$ cat src/include/bpoc_pkg.sv
// Package for the bridge port option control block
package bpoc_pkg;
    // Register map, byte address of the option word
    localparam logic [7:0] OPT_ADDR = 8'h74;
    localparam logic [15:0] OPT_RESET = 16'h0C6A;
    localparam logic [15:0] OPT_WMASK = 16'h0FFE;
    // Field positions
    localparam int P_RD_ALIAS_POS = 1;
    localparam int P_WR_ALIAS_POS = 2;
    localparam int S_RD_ALIAS_POS = 3;
    localparam int S_WR_ALIAS_POS = 4;
    localparam int P_LM_ALIAS_POS = 5;
    localparam int S_LM_ALIAS_POS = 6;
    localparam int P_WI_DISC_POS = 7;
    localparam int S_WI_DISC_POS = 8;
    localparam int LONG_LOCK_POS = 9;
    localparam int S_HOLD_POS = 10;
    localparam int P_HOLD_POS = 11;
    // PCI bus commands
    localparam logic [3:0] PLAIN_MEMORY_READ_CMD = 4'h6;
    localparam logic [3:0] PLAIN_MEMORY_WRITE_CMD = 4'h7;
    localparam logic [3:0] MEMORY_READ_MULTIPLE_CMD = 4'hC;
    localparam logic [3:0] MEMORY_READ_LINE_CMD = 4'hE;
    localparam logic [3:0] WRITE_AND_INVALIDATE_CMD = 4'hF;
    typedef enum logic [2:0] {
        BPOC_REQ_IDLE = 3'b001,
        BPOC_REQ_WAIT = 3'b010,
        BPOC_REQ_HOLD = 3'b100
    } bpoc_req_state_t;
endpackage

$ cat src/hw/bpoc_req_hold.sv
// Bus request hold logic for one internal master
`timescale 1ns/1ps
`default_nettype none
module bpoc_req_hold (
    input wire logic clk_i,
    input wire logic rst_i,
    input wire logic ce_i,
    input wire logic want_i,
    input wire logic hold_long_i,
    input wire logic long_lock_i,
    input wire logic lock_i,
    input wire logic frame_n_i,
    input wire logic pending_i,
    input wire logic target_term_i,
    output logic req_n_o
);
    bpoc_pkg::bpoc_req_state_t state_q, state_d;
    logic long_q, long_d;

    always_comb
    begin
        state_d = state_q;
        long_d = long_q;
        case (state_q)
            bpoc_pkg::BPOC_REQ_IDLE:
                if (want_i)
                begin
                    state_d = bpoc_pkg::BPOC_REQ_WAIT;
                    // Mode latched at request start only
                    long_d = hold_long_i || (long_lock_i && lock_i);
                end
            bpoc_pkg::BPOC_REQ_WAIT:
                if (!frame_n_i)
                begin
                    state_d = long_q ? bpoc_pkg::BPOC_REQ_HOLD
                                     : bpoc_pkg::BPOC_REQ_IDLE;
                end
            bpoc_pkg::BPOC_REQ_HOLD:
                if (!pending_i || target_term_i)
                begin
                    state_d = bpoc_pkg::BPOC_REQ_IDLE;
                end
            default:
                state_d = bpoc_pkg::BPOC_REQ_IDLE;
        endcase
    end

    always_ff @(posedge clk_i)
    begin
        if (rst_i)
        begin
            state_q <= bpoc_pkg::BPOC_REQ_IDLE;
            long_q <= 1'b0;
        end
        else if (ce_i)
        begin
            state_q <= state_d;
            long_q <= long_d;
        end
    end

    assign req_n_o = (state_q == bpoc_pkg::BPOC_REQ_IDLE);
endmodule
`default_nettype wire

$ cat src/hw/bpoc_retry_match.sv
// Retry command matcher for one bridge port
`timescale 1ns/1ps
`default_nettype none
module bpoc_retry_match (
    input wire logic [3:0] retry_cmd_i,
    input wire logic [3:0] queued_cmd_i,
    input wire logic rd_alias_i,
    input wire logic wr_alias_i,
    input wire logic lm_alias_i,
    output logic match_o
);
    function automatic logic is_rl_rm(input logic [3:0] c);
        is_rl_rm = (c == bpoc_pkg::MEMORY_READ_LINE_CMD) ||
                   (c == bpoc_pkg::MEMORY_READ_MULTIPLE_CMD);
    endfunction

    always_comb
    begin
        match_o = (retry_cmd_i == queued_cmd_i);
        // Line or multiple retry hits a plain read
        if (rd_alias_i && is_rl_rm(retry_cmd_i) &&
            queued_cmd_i == bpoc_pkg::PLAIN_MEMORY_READ_CMD)
        begin
            match_o = 1'b1;
        end
        // Line and multiple alias each other
        if (lm_alias_i && is_rl_rm(retry_cmd_i) && is_rl_rm(queued_cmd_i))
        begin
            match_o = 1'b1;
        end
        // Write-invalidate retry hits a plain write
        if (wr_alias_i &&
            retry_cmd_i == bpoc_pkg::WRITE_AND_INVALIDATE_CMD &&
            queued_cmd_i == bpoc_pkg::PLAIN_MEMORY_WRITE_CMD)
        begin
            match_o = 1'b1;
        end
    end
endmodule
`default_nettype wire

$ cat src/hw/bpoc_top.sv
// Port option register and its steering of retry match and requests
// How it works
// RL1 - Bit 0 and bits 15:12 are read-only and read zero.
// RL2 - Bit 1 lets primary line/multiple read retries match queued plain read.
// RL3 - Bit 2 lets primary write-invalidate retries match queued plain write.
// RL4 - Bit 3 lets secondary line/multiple read retries match plain read.
// RL5 - Bit 4 lets secondary write-invalidate retries match plain write.
// RL6 - Bit 5 makes primary read line and read multiple alias each other.
// RL7 - Bit 6 makes secondary read line and read multiple alias each other.
// RL8 - Bit 7 clear converts primary write-invalidate to write; set disconnects.
// RL9 - Bit 8 does the same for secondary-side write-invalidate.
// RL10 - Bit 9 enables long requests for locked cycles.
// RL11 - Bit 10 makes secondary master hold request until FIFO empty or stop.
// RL12 - Bit 11 does the same for the primary master.
// RL13 - New settings affect only comparisons and requests after the write.
//
// Local design decision: the Wishbone slave port.
`timescale 1ns/1ps
`default_nettype none
module bpoc_top (
    input wire logic clk_i,
    input wire logic rst_i,
    input wire logic ce_i,
    // Wishbone slave
    input wire logic wb_cyc_i,
    input wire logic wb_stb_i,
    input wire logic wb_we_i,
    input wire logic [7:0] wb_adr_i,
    input wire logic [3:0] wb_sel_i,
    input wire logic [31:0] wb_dat_i,
    output logic [31:0] wb_dat_o,
    output logic wb_ack_o,
    output logic wb_err_o,
    // Primary side retry compare
    input wire logic [3:0] p_retry_cmd_i,
    input wire logic [3:0] p_queued_cmd_i,
    output logic p_match_o,
    // Secondary side retry compare
    input wire logic [3:0] s_retry_cmd_i,
    input wire logic [3:0] s_queued_cmd_i,
    output logic s_match_o,
    // Write-invalidate forwarding
    input wire logic [3:0] p_accept_cmd_i,
    input wire logic [3:0] s_accept_cmd_i,
    output logic [3:0] s_fwd_cmd_o,
    output logic [3:0] p_fwd_cmd_o,
    output logic p_wi_disc_o,
    output logic s_wi_disc_o,
    // Primary internal master request
    input wire logic p_want_i,
    input wire logic p_lock_i,
    input wire logic p_frame_n_i,
    input wire logic p_pending_i,
    input wire logic p_target_term_i,
    output logic p_req_n_o,
    // Secondary internal master request
    input wire logic s_want_i,
    input wire logic s_lock_i,
    input wire logic s_frame_n_i,
    input wire logic s_pending_i,
    input wire logic s_target_term_i,
    output logic s_req_n_o
);
    logic [15:0] opt_q, opt_d;
    logic ack_q, ack_d;
    logic err_q, err_d;
    logic [31:0] dat_q, dat_d;
    logic p_fr1_q, p_fr2_q, s_fr1_q, s_fr2_q;
    logic p_frame_n_s, s_frame_n_s;
    logic hit;

    // PCI frame pins cross in through two flops
    always_ff @(posedge clk_i)
    begin
        if (rst_i)
        begin
            p_fr1_q <= 1'b1;
            p_fr2_q <= 1'b1;
            s_fr1_q <= 1'b1;
            s_fr2_q <= 1'b1;
        end
        else if (ce_i)
        begin
            p_fr1_q <= p_frame_n_i;
            p_fr2_q <= p_fr1_q;
            s_fr1_q <= s_frame_n_i;
            s_fr2_q <= s_fr1_q;
        end
    end
    assign p_frame_n_s = p_fr2_q;
    assign s_frame_n_s = s_fr2_q;

    assign hit = (wb_adr_i == bpoc_pkg::OPT_ADDR);

    // Register file and bus answer
    always_comb
    begin
        opt_d = opt_q;
        ack_d = 1'b0;
        err_d = 1'b0;
        dat_d = dat_q;
        if (wb_cyc_i && wb_stb_i && !ack_q && !err_q)
        begin
            if (hit)
            begin
                ack_d = 1'b1;
                if (wb_we_i)
                begin
                    // RL1 reserved bits stay zero
                    if (wb_sel_i[0])
                    begin
                        opt_d[7:0] = wb_dat_i[7:0] & bpoc_pkg::OPT_WMASK[7:0];
                    end
                    if (wb_sel_i[1])
                    begin
                        opt_d[15:8] = wb_dat_i[15:8] &
                                      bpoc_pkg::OPT_WMASK[15:8];
                    end
                end
                else
                begin
                    dat_d = {16'h0000, opt_q};
                end
            end
            else
            begin
                // Unmapped address answers with an error
                err_d = 1'b1;
                dat_d = 32'h00000000;
            end
        end
    end

    always_ff @(posedge clk_i)
    begin
        if (rst_i)
        begin
            opt_q <= bpoc_pkg::OPT_RESET;
            ack_q <= 1'b0;
            err_q <= 1'b0;
            dat_q <= 32'h00000000;
        end
        else if (ce_i)
        begin
            opt_q <= opt_d;
            ack_q <= ack_d;
            err_q <= err_d;
            dat_q <= dat_d;
        end
    end

    assign wb_ack_o = ack_q;
    assign wb_err_o = err_q;
    assign wb_dat_o = dat_q;

    // RL13 registered options seen from the same cycle as the ack
    // RL2 RL3 RL6 primary retry alias
    bpoc_retry_match u_p_match (
        .retry_cmd_i(p_retry_cmd_i),
        .queued_cmd_i(p_queued_cmd_i),
        .rd_alias_i(opt_q[bpoc_pkg::P_RD_ALIAS_POS]),
        .wr_alias_i(opt_q[bpoc_pkg::P_WR_ALIAS_POS]),
        .lm_alias_i(opt_q[bpoc_pkg::P_LM_ALIAS_POS]),
        .match_o(p_match_o)
    );

    // RL4 RL5 RL7 secondary retry alias
    bpoc_retry_match u_s_match (
        .retry_cmd_i(s_retry_cmd_i),
        .queued_cmd_i(s_queued_cmd_i),
        .rd_alias_i(opt_q[bpoc_pkg::S_RD_ALIAS_POS]),
        .wr_alias_i(opt_q[bpoc_pkg::S_WR_ALIAS_POS]),
        .lm_alias_i(opt_q[bpoc_pkg::S_LM_ALIAS_POS]),
        .match_o(s_match_o)
    );

    // RL8 primary write-invalidate forwarding
    always_comb
    begin
        s_fwd_cmd_o = p_accept_cmd_i;
        p_wi_disc_o = 1'b0;
        if (p_accept_cmd_i == bpoc_pkg::WRITE_AND_INVALIDATE_CMD)
        begin
            if (opt_q[bpoc_pkg::P_WI_DISC_POS])
            begin
                p_wi_disc_o = 1'b1;
            end
            else
            begin
                s_fwd_cmd_o = bpoc_pkg::PLAIN_MEMORY_WRITE_CMD;
            end
        end
    end

    // RL9 secondary write-invalidate forwarding
    always_comb
    begin
        p_fwd_cmd_o = s_accept_cmd_i;
        s_wi_disc_o = 1'b0;
        if (s_accept_cmd_i == bpoc_pkg::WRITE_AND_INVALIDATE_CMD)
        begin
            if (opt_q[bpoc_pkg::S_WI_DISC_POS])
            begin
                s_wi_disc_o = 1'b1;
            end
            else
            begin
                p_fwd_cmd_o = bpoc_pkg::PLAIN_MEMORY_WRITE_CMD;
            end
        end
    end

    // RL12 RL10 primary request hold
    bpoc_req_hold u_p_req (
        .clk_i(clk_i),
        .rst_i(rst_i),
        .ce_i(ce_i),
        .want_i(p_want_i),
        .hold_long_i(opt_q[bpoc_pkg::P_HOLD_POS]),
        .long_lock_i(opt_q[bpoc_pkg::LONG_LOCK_POS]),
        .lock_i(p_lock_i),
        .frame_n_i(p_frame_n_s),
        .pending_i(p_pending_i),
        .target_term_i(p_target_term_i),
        .req_n_o(p_req_n_o)
    );

    // RL11 RL10 secondary request hold
    bpoc_req_hold u_s_req (
        .clk_i(clk_i),
        .rst_i(rst_i),
        .ce_i(ce_i),
        .want_i(s_want_i),
        .hold_long_i(opt_q[bpoc_pkg::S_HOLD_POS]),
        .long_lock_i(opt_q[bpoc_pkg::LONG_LOCK_POS]),
        .lock_i(s_lock_i),
        .frame_n_i(s_frame_n_s),
        .pending_i(s_pending_i),
        .target_term_i(s_target_term_i),
        .req_n_o(s_req_n_o)
    );
endmodule
`default_nettype wire

$ cat config.mk
export PLATFORM = sky130hd
export DESIGN_NAME = bpoc_top
export DESIGN_NICKNAME = d
export VERILOG_FILES = /design/src/include/bpoc_pkg.sv /design/src/hw/bpoc_req_hold.sv /design/src/hw/bpoc_retry_match.sv /design/src/hw/bpoc_top.sv
export SDC_FILE = /design/constraint.sdc
export NUM_CORES = 1
export LEC_CHECK = 0
export ABC_AREA = 1
export BUFFER_PORTS_ARGS = -buffer_cell sky130_fd_sc_hd__buf_2
export CAP_MARGIN = 15
export CORE_MARGIN = 8
export CORE_UTILIZATION = 45
export CTS_BUF_LIST = sky130_fd_sc_hd__clkbuf_4 sky130_fd_sc_hd__clkbuf_8 sky130_fd_sc_hd__clkbuf_16
export DETAILED_ROUTE_END_ITERATION = 12
export GPL_TIMING_DRIVEN = 0
export PLACE_DENSITY = 0.9
export SKIP_LAST_GASP = 1
export SYNTH_ARGS = -nofsm -noshare
export SYNTH_HDL_FRONTEND = slang
export SYNTH_SLANG_ARGS = --single-unit
$ cat constraint.sdc
create_clock -name clk_i -period 1.3 [get_ports clk_i]
set_input_delay 0.26 -clock clk_i [delete_from_list [all_inputs] [get_ports clk_i]]
set_output_delay 0.26 -clock clk_i [all_outputs]
set_load 0.02 [all_outputs]
Yosys cells after proc, flatten, opt, wreduce, memory -nomap -nowiden
Cells that the tools add are included.
W data, S select, Z words.
{"block": "totals", "register_bits": 57, "out_inout_bits": 48, "elab_cells": 111}
{"block": "classes", "eq_ne": 32, "muxes": 30, "reduce_logical": 36}
{"cell": "$mux W32", "n": 2}
{"cell": "$eq A4 B4 Y1 const B", "n": 12}
{"cell": "$mux W3", "n": 8}
{"cell": "$pmux W3 S3", "n": 2}
{"cell": "$logic_and A1 B1 Y1", "n": 17}
{"cell": "$eq A4 B3 Y1 const B", "n": 4}
{"cell": "$mux W4", "n": 4}
{"cell": "$mux W1", "n": 14}
{"cell": "$ne A2 B2 Y1 const B", "n": 5}
{"cell": "$reduce_and A5 Y1", "n": 2}
{"cell": "$reduce_and A3 Y1", "n": 3}
{"cell": "$eq A4 B4 Y1", "n": 2}
{"cell": "$eq A8 B7 Y1 const B", "n": 1}
{"cell": "$logic_or A1 B1 Y1", "n": 8}
{"cell": "$reduce_and A4 Y1", "n": 2}
{"cell": "$eq A3 B1 Y1 const B", "n": 2}
{"cell": "$eq A3 B2 Y1 const B", "n": 2}
{"cell": "$eq A3 B3 Y1 const B", "n": 2}
{"cell": "$logic_not A1 Y1", "n": 4}
{"cell": "$ne A2 B1 Y1 const B", "n": 2}

Logic depth before layout (Yosys ltp)
{"block": "logic_depth", "word_depth": 7, "mapped_depth": 8, "ltp_nobuf": 8}

Hierarchy
From an unflattened synthesis, not the netlist that was laid out.
{"block": "unflattened", "cells_unflattened": 379, "area_unflattened_um2": 2560.0}
{"module": "bpoc_top", "instances": 1, "cells_each": 213, "area_each_um2": 1711.6}
{"module": "bpoc_req_hold", "instances": 2, "cells_each": 46, "area_each_um2": 275.3}
{"module": "bpoc_retry_match", "instances": 2, "cells_each": 37, "area_each_um2": 148.9}

Worst setup path after synthesis
Ideal clock, no wire load.
{"block": "synth_timing", "path_type": "reg-to-reg", "from": "reg ack_q, in the netlist wb_ack_o", "to": "reg dat_q[5], in the netlist wb_dat_o[5]", "t_arrival_ps": 1127, "required_ps": 1234, "slack_ps": 107, "stages_incl_launch_ff": 8, "path_buffers": 1, "synth_period_minus_slack_ps": 1193, "path_cell_list": "dfxtp_1 inv_2 nand2_2 nor2_8 nand3_2 buf_4 nand3_1 a21oi_2"}
{"block": "synth_between", "elab_chain_cells": 4}
{"element": "start: declaration", "line_no": "bpoc_top.sv:65", "source": "logic ack_q, ack_d;"}
{"element": "start signal: assignment", "line_no": "bpoc_top.sv:146", "source": "ack_q <= ack_d;"}
{"element": "$logic_not A1 Y1", "line_no": "bpoc_top.sv:102", "source": "if (wb_cyc_i && wb_stb_i && !ack_q && !err_q)"}
{"element": "$logic_and A1 B1 Y1 (2 in a row)", "line_no": "bpoc_top.sv:102"}
{"element": "$reduce_and A3 Y1 (no source line)"}
{"element": "end signal: assignment", "line_no": "bpoc_top.sv:148", "source": "dat_q <= dat_d;"}
{"element": "end: declaration", "line_no": "bpoc_top.sv:67", "source": "logic [31:0] dat_q, dat_d;"}
Every way passes these cells.
A chain may end at the register's enable or synchronous reset.

Worst setup path in the final report
{"block": "layout_timing", "from": "reg opt_q[6]", "to": "out s_match_o"}
{"block": "layout_between", "elab_chain_cells": 4}
{"element": "start: declaration", "line_no": "bpoc_top.sv:64", "source": "logic [15:0] opt_q, opt_d;"}
{"element": "start signal: assignment", "line_no": "bpoc_top.sv:138", "source": "opt_q <= bpoc_pkg::OPT_RESET;"}
{"element": "start signal: assignment", "line_no": "bpoc_top.sv:145", "source": "opt_q <= opt_d;"}
{"element": "$logic_and A1 B1 Y1 (2 in a row)", "line_no": "bpoc_retry_match.sv:27", "source": "if (lm_alias_i && is_rl_rm(retry_cmd_i) && is_rl_rm(queued_cmd_i))"}
{"element": "$mux W1", "line_no": "bpoc_retry_match.sv:27"}
{"element": "$mux W1", "line_no": "bpoc_retry_match.sv:32", "source": "if (wr_alias_i &&"}
{"element": "end: declaration", "line_no": "bpoc_top.sv:41", "source": "output logic s_match_o,"}
Every way passes these cells.

==> metrics.txt <==
status finished with violations; failing checks setup timing; initial antenna violation count 0; Synth Instances 339; FF-to-FF setup slack 0.06 ns; YS warnings 0; worst slew pin tran 0.6759 ns; Sw Ratio 0.3259; worst clock skew 0.003664 ns; vias post-DR 2598; DP HPWL 5368 um; leakage 0.001711 uW; mux contribution to synthesized area 0; clock root buffer clkbuf_8; Hold Path End opt_q[5]; Critical R2R Launch wb_err_o; Clock Latency Late Sink 0.30 ns; Tmin final 1.381 ns; Worst-path clk slew 0.07 ns; slowest CP cell dfxtp_2; most frequent cells in the layout 82 x buf_2, 62 x nand2_1, 43 x buf_4, 36 x inv_1, 30 x nor2_1; max cap viols 0; Post-Synth XOR/XNOR Area 0.003627; post-synthesis adder-cell area fraction 0; clock power share 0.300; Reg power frac 0.422; Worst Setup End Kind primary output; I/O pin count 132; critical path required time 1.04 ns; largest area contributor in the netlist dfxtp_1; Global Route Usage Sum 0.1681; worst hold path startpoint wb_dat_i[5]; top post-synthesis cells by area dfxtp_1 30%, nand2_1 9.8%, nand3_2 9.1%, buf_4 7.2%, inv_1 6.5%; reg2reg path depth 6; core area 5140 sq um; final hold violations 0; worst path cell trace o21ai_1 > nand2_1 > nand3_1 > nor2_1 > buf_4; total routed wirelength 7134 um; most common cell after layout, fill and taps aside buf_2; remaining antenna violation count after routing 0; WL/cell 13.21 um; Max Fclk 724.2 MHz; Setup-failing EPs final 2; standard-cell row count 26; largest family of logic cells by synthesized area simple AND/OR/NAND/NOR gates; largest net degree at the start of global routing 12; crit path launch opt_q[6]; complex-gate fraction of the synthesized area 0.09171; 1st-iter DRT viols 135; syn avg cell area 7.123 sq um; RSZ-0062 raised after global routing yes; first-pass GRT wire length 10510 um; clock sinks 36; Worst Path Arrival 1.12 ns; RR Endpoint wb_dat_o[5]; combinational share of power 0.279; count of cell types in the netlist 33; slew margin rel. 0.5494; sequential area share after synthesis 0.2984; register area 749.5 sq um; Antenna Cells 0; Synth Register Bits 36; hold path depth 3; die height 89.26 um; Die X 89.26 um; share of the synthesized area in the top cell type 0.2984; Nets 553; PortBufs 86; area of the multi-input gates 1384 sq um; startpoint types register; GR Overflow Total 0; Internal 1906 uW; H-tree depth 2; NetSw 921.7 uW; synthesized area 2415 sq um; Final Cycle Share 1.062; clock buffer count from CTS 5; Filler cells 445; Starting Density 0.4698; Crit Path Class register to primary output; layout cells sized above 1 0.4787; vias per cell 4.811; vias in the first global route 2428; CTS max path bufs 2; PwrDens 847.2 nW/um^2; drt drc 0; die area 7966 sq um; Peak VDD IR 0.7666 mV; post-route core utilization 0.6495; max incr delay on CP 0.34 ns; Post-Synth Simple-Gate Area 0.4207; TritonCTS clock tree yes; WHS 0.1688 ns; Layout Area Growth over Synthesis 38.24%; worst setup margin -0.08077 ns; final-report max-slew violation count 0; first-pass iteration count of the detailed router 4; HP Class primary input to register; Max Fanout on Critical Path 3; Final Wtd Congestion 0.8388
[per-stage QoR]
| step | setup TNS, ns | cells | area, sq um | power [uW] | setup WS (ns) |
|---|---|---|---|---|---|
| after global routing | -0.3237 | 540 | 3338 | 2974 | -0.1624 |
| final | -0.1576 | 540 | 3338 | 2828 | -0.08077 |
| after global placement | 0 | 515 | 3008 | 1833 | 0.03915 |
| after floorplan | 0 | 359 | 2490 | 1650 | 0.1073 |
| after CTS | -0.1773 | 531 | 3204 | 2743 | -0.08912 |
| after detailed placement | -0.01433 | 515 | 3008 | 1858 | -0.01433 |
[cell families after synthesis]
logic type	after synthesis
buf+inv	85
other cells	1
flops	36
simple gates	181
compound gates	35
xor+xnor	1
[metal layers]
metal | track usage | share of wire | up-vias
met2 | 0.3145 | 0.51 | 99
met3 | 0.04871 | 0.11 | 10
li1 | - | - | 1298
met4 | 0.06495 | 0.013 | 0
met1 | 0.1707 | 0.36 | 1191
met5 | 0 | 0 | -
[power groups by stage]
stage	Sequential [uW]	Combinational [uW]	Clock (uW)
floorplan	1200	448	0
global placement	1210	628	0
detailed placement	1210	650	0
CTS	1190	696	861
global route	1200	865	910
finish	1190	788	847
[critical path, delay by kind of cell (launching register included)]
kind            cells  cell delay, ns
compound gates      1            0.14
flops               1            0.34
buf+inv             1            0.15
simple gates        3            0.20
[synthesized netlist by cell type, drive strengths merged]
| cell type | n |
|---|---|
| nand2 | 70 |
| inv | 49 |
| nand3 | 48 |
| nor2 | 43 |
| dfxtp | 36 |
| buf | 27 |
| a21oi | 15 |
| o21ai | 15 |
| nand4 | 14 |
| clkbuf | 9 |
| nor3 | 3 |
| a31oi | 2 |
| nor3b | 2 |
| conb | 1 |
| o21bai | 1 |
| o22ai | 1 |
| o31ai | 1 |
| or2 | 1 |
| xor2 | 1 |
[state kept, by name, summed over array words and instances, names as in the netlist]
signal           count
opt_q               11
wb_dat_o            11
u_p_req.state_q      3
u_s_req.state_q      3
p_fr1_q              1
p_fr2_q              1
s_fr1_q              1
s_fr2_q              1
u_p_req.long_q       1
u_s_req.long_q       1
wb_ack_o             1
wb_err_o             1
[how the worst max path moves through the flow]
stage | cells after the start | end | slack, ns
after floorplan | 7 | wb_dat_o[5] | 0.11
after CTS | 5 | s_match_o | -0.09
after global placement | 7 | s_match_o | 0.04
after detailed placement | 10 | s_match_o | -0.01
after global routing | 5 | p_match_o | -0.16
final | 5 | s_match_o | -0.08
[layout make-up]
type	count	share of cell area
multi-input cells	238	0.4145
inverters	49	0.05585
repair buffers	103	0.1732
flip-flops and latches	36	0.2245
plain buffers	36	0.07796
well taps	70	0.02624
clock inverters	2	0.002999
clock buffers	6	0.02474
[what timing repair did]
action | CTS | global route
setup endpoints to repair | 6 | 19
hold buffers | 0 | 0
pin swaps | 3 | 7
resized for setup | 29 | 25
buffers inserted | 8 | 9
Note: power is estimated with default switching activity, not from simulation.
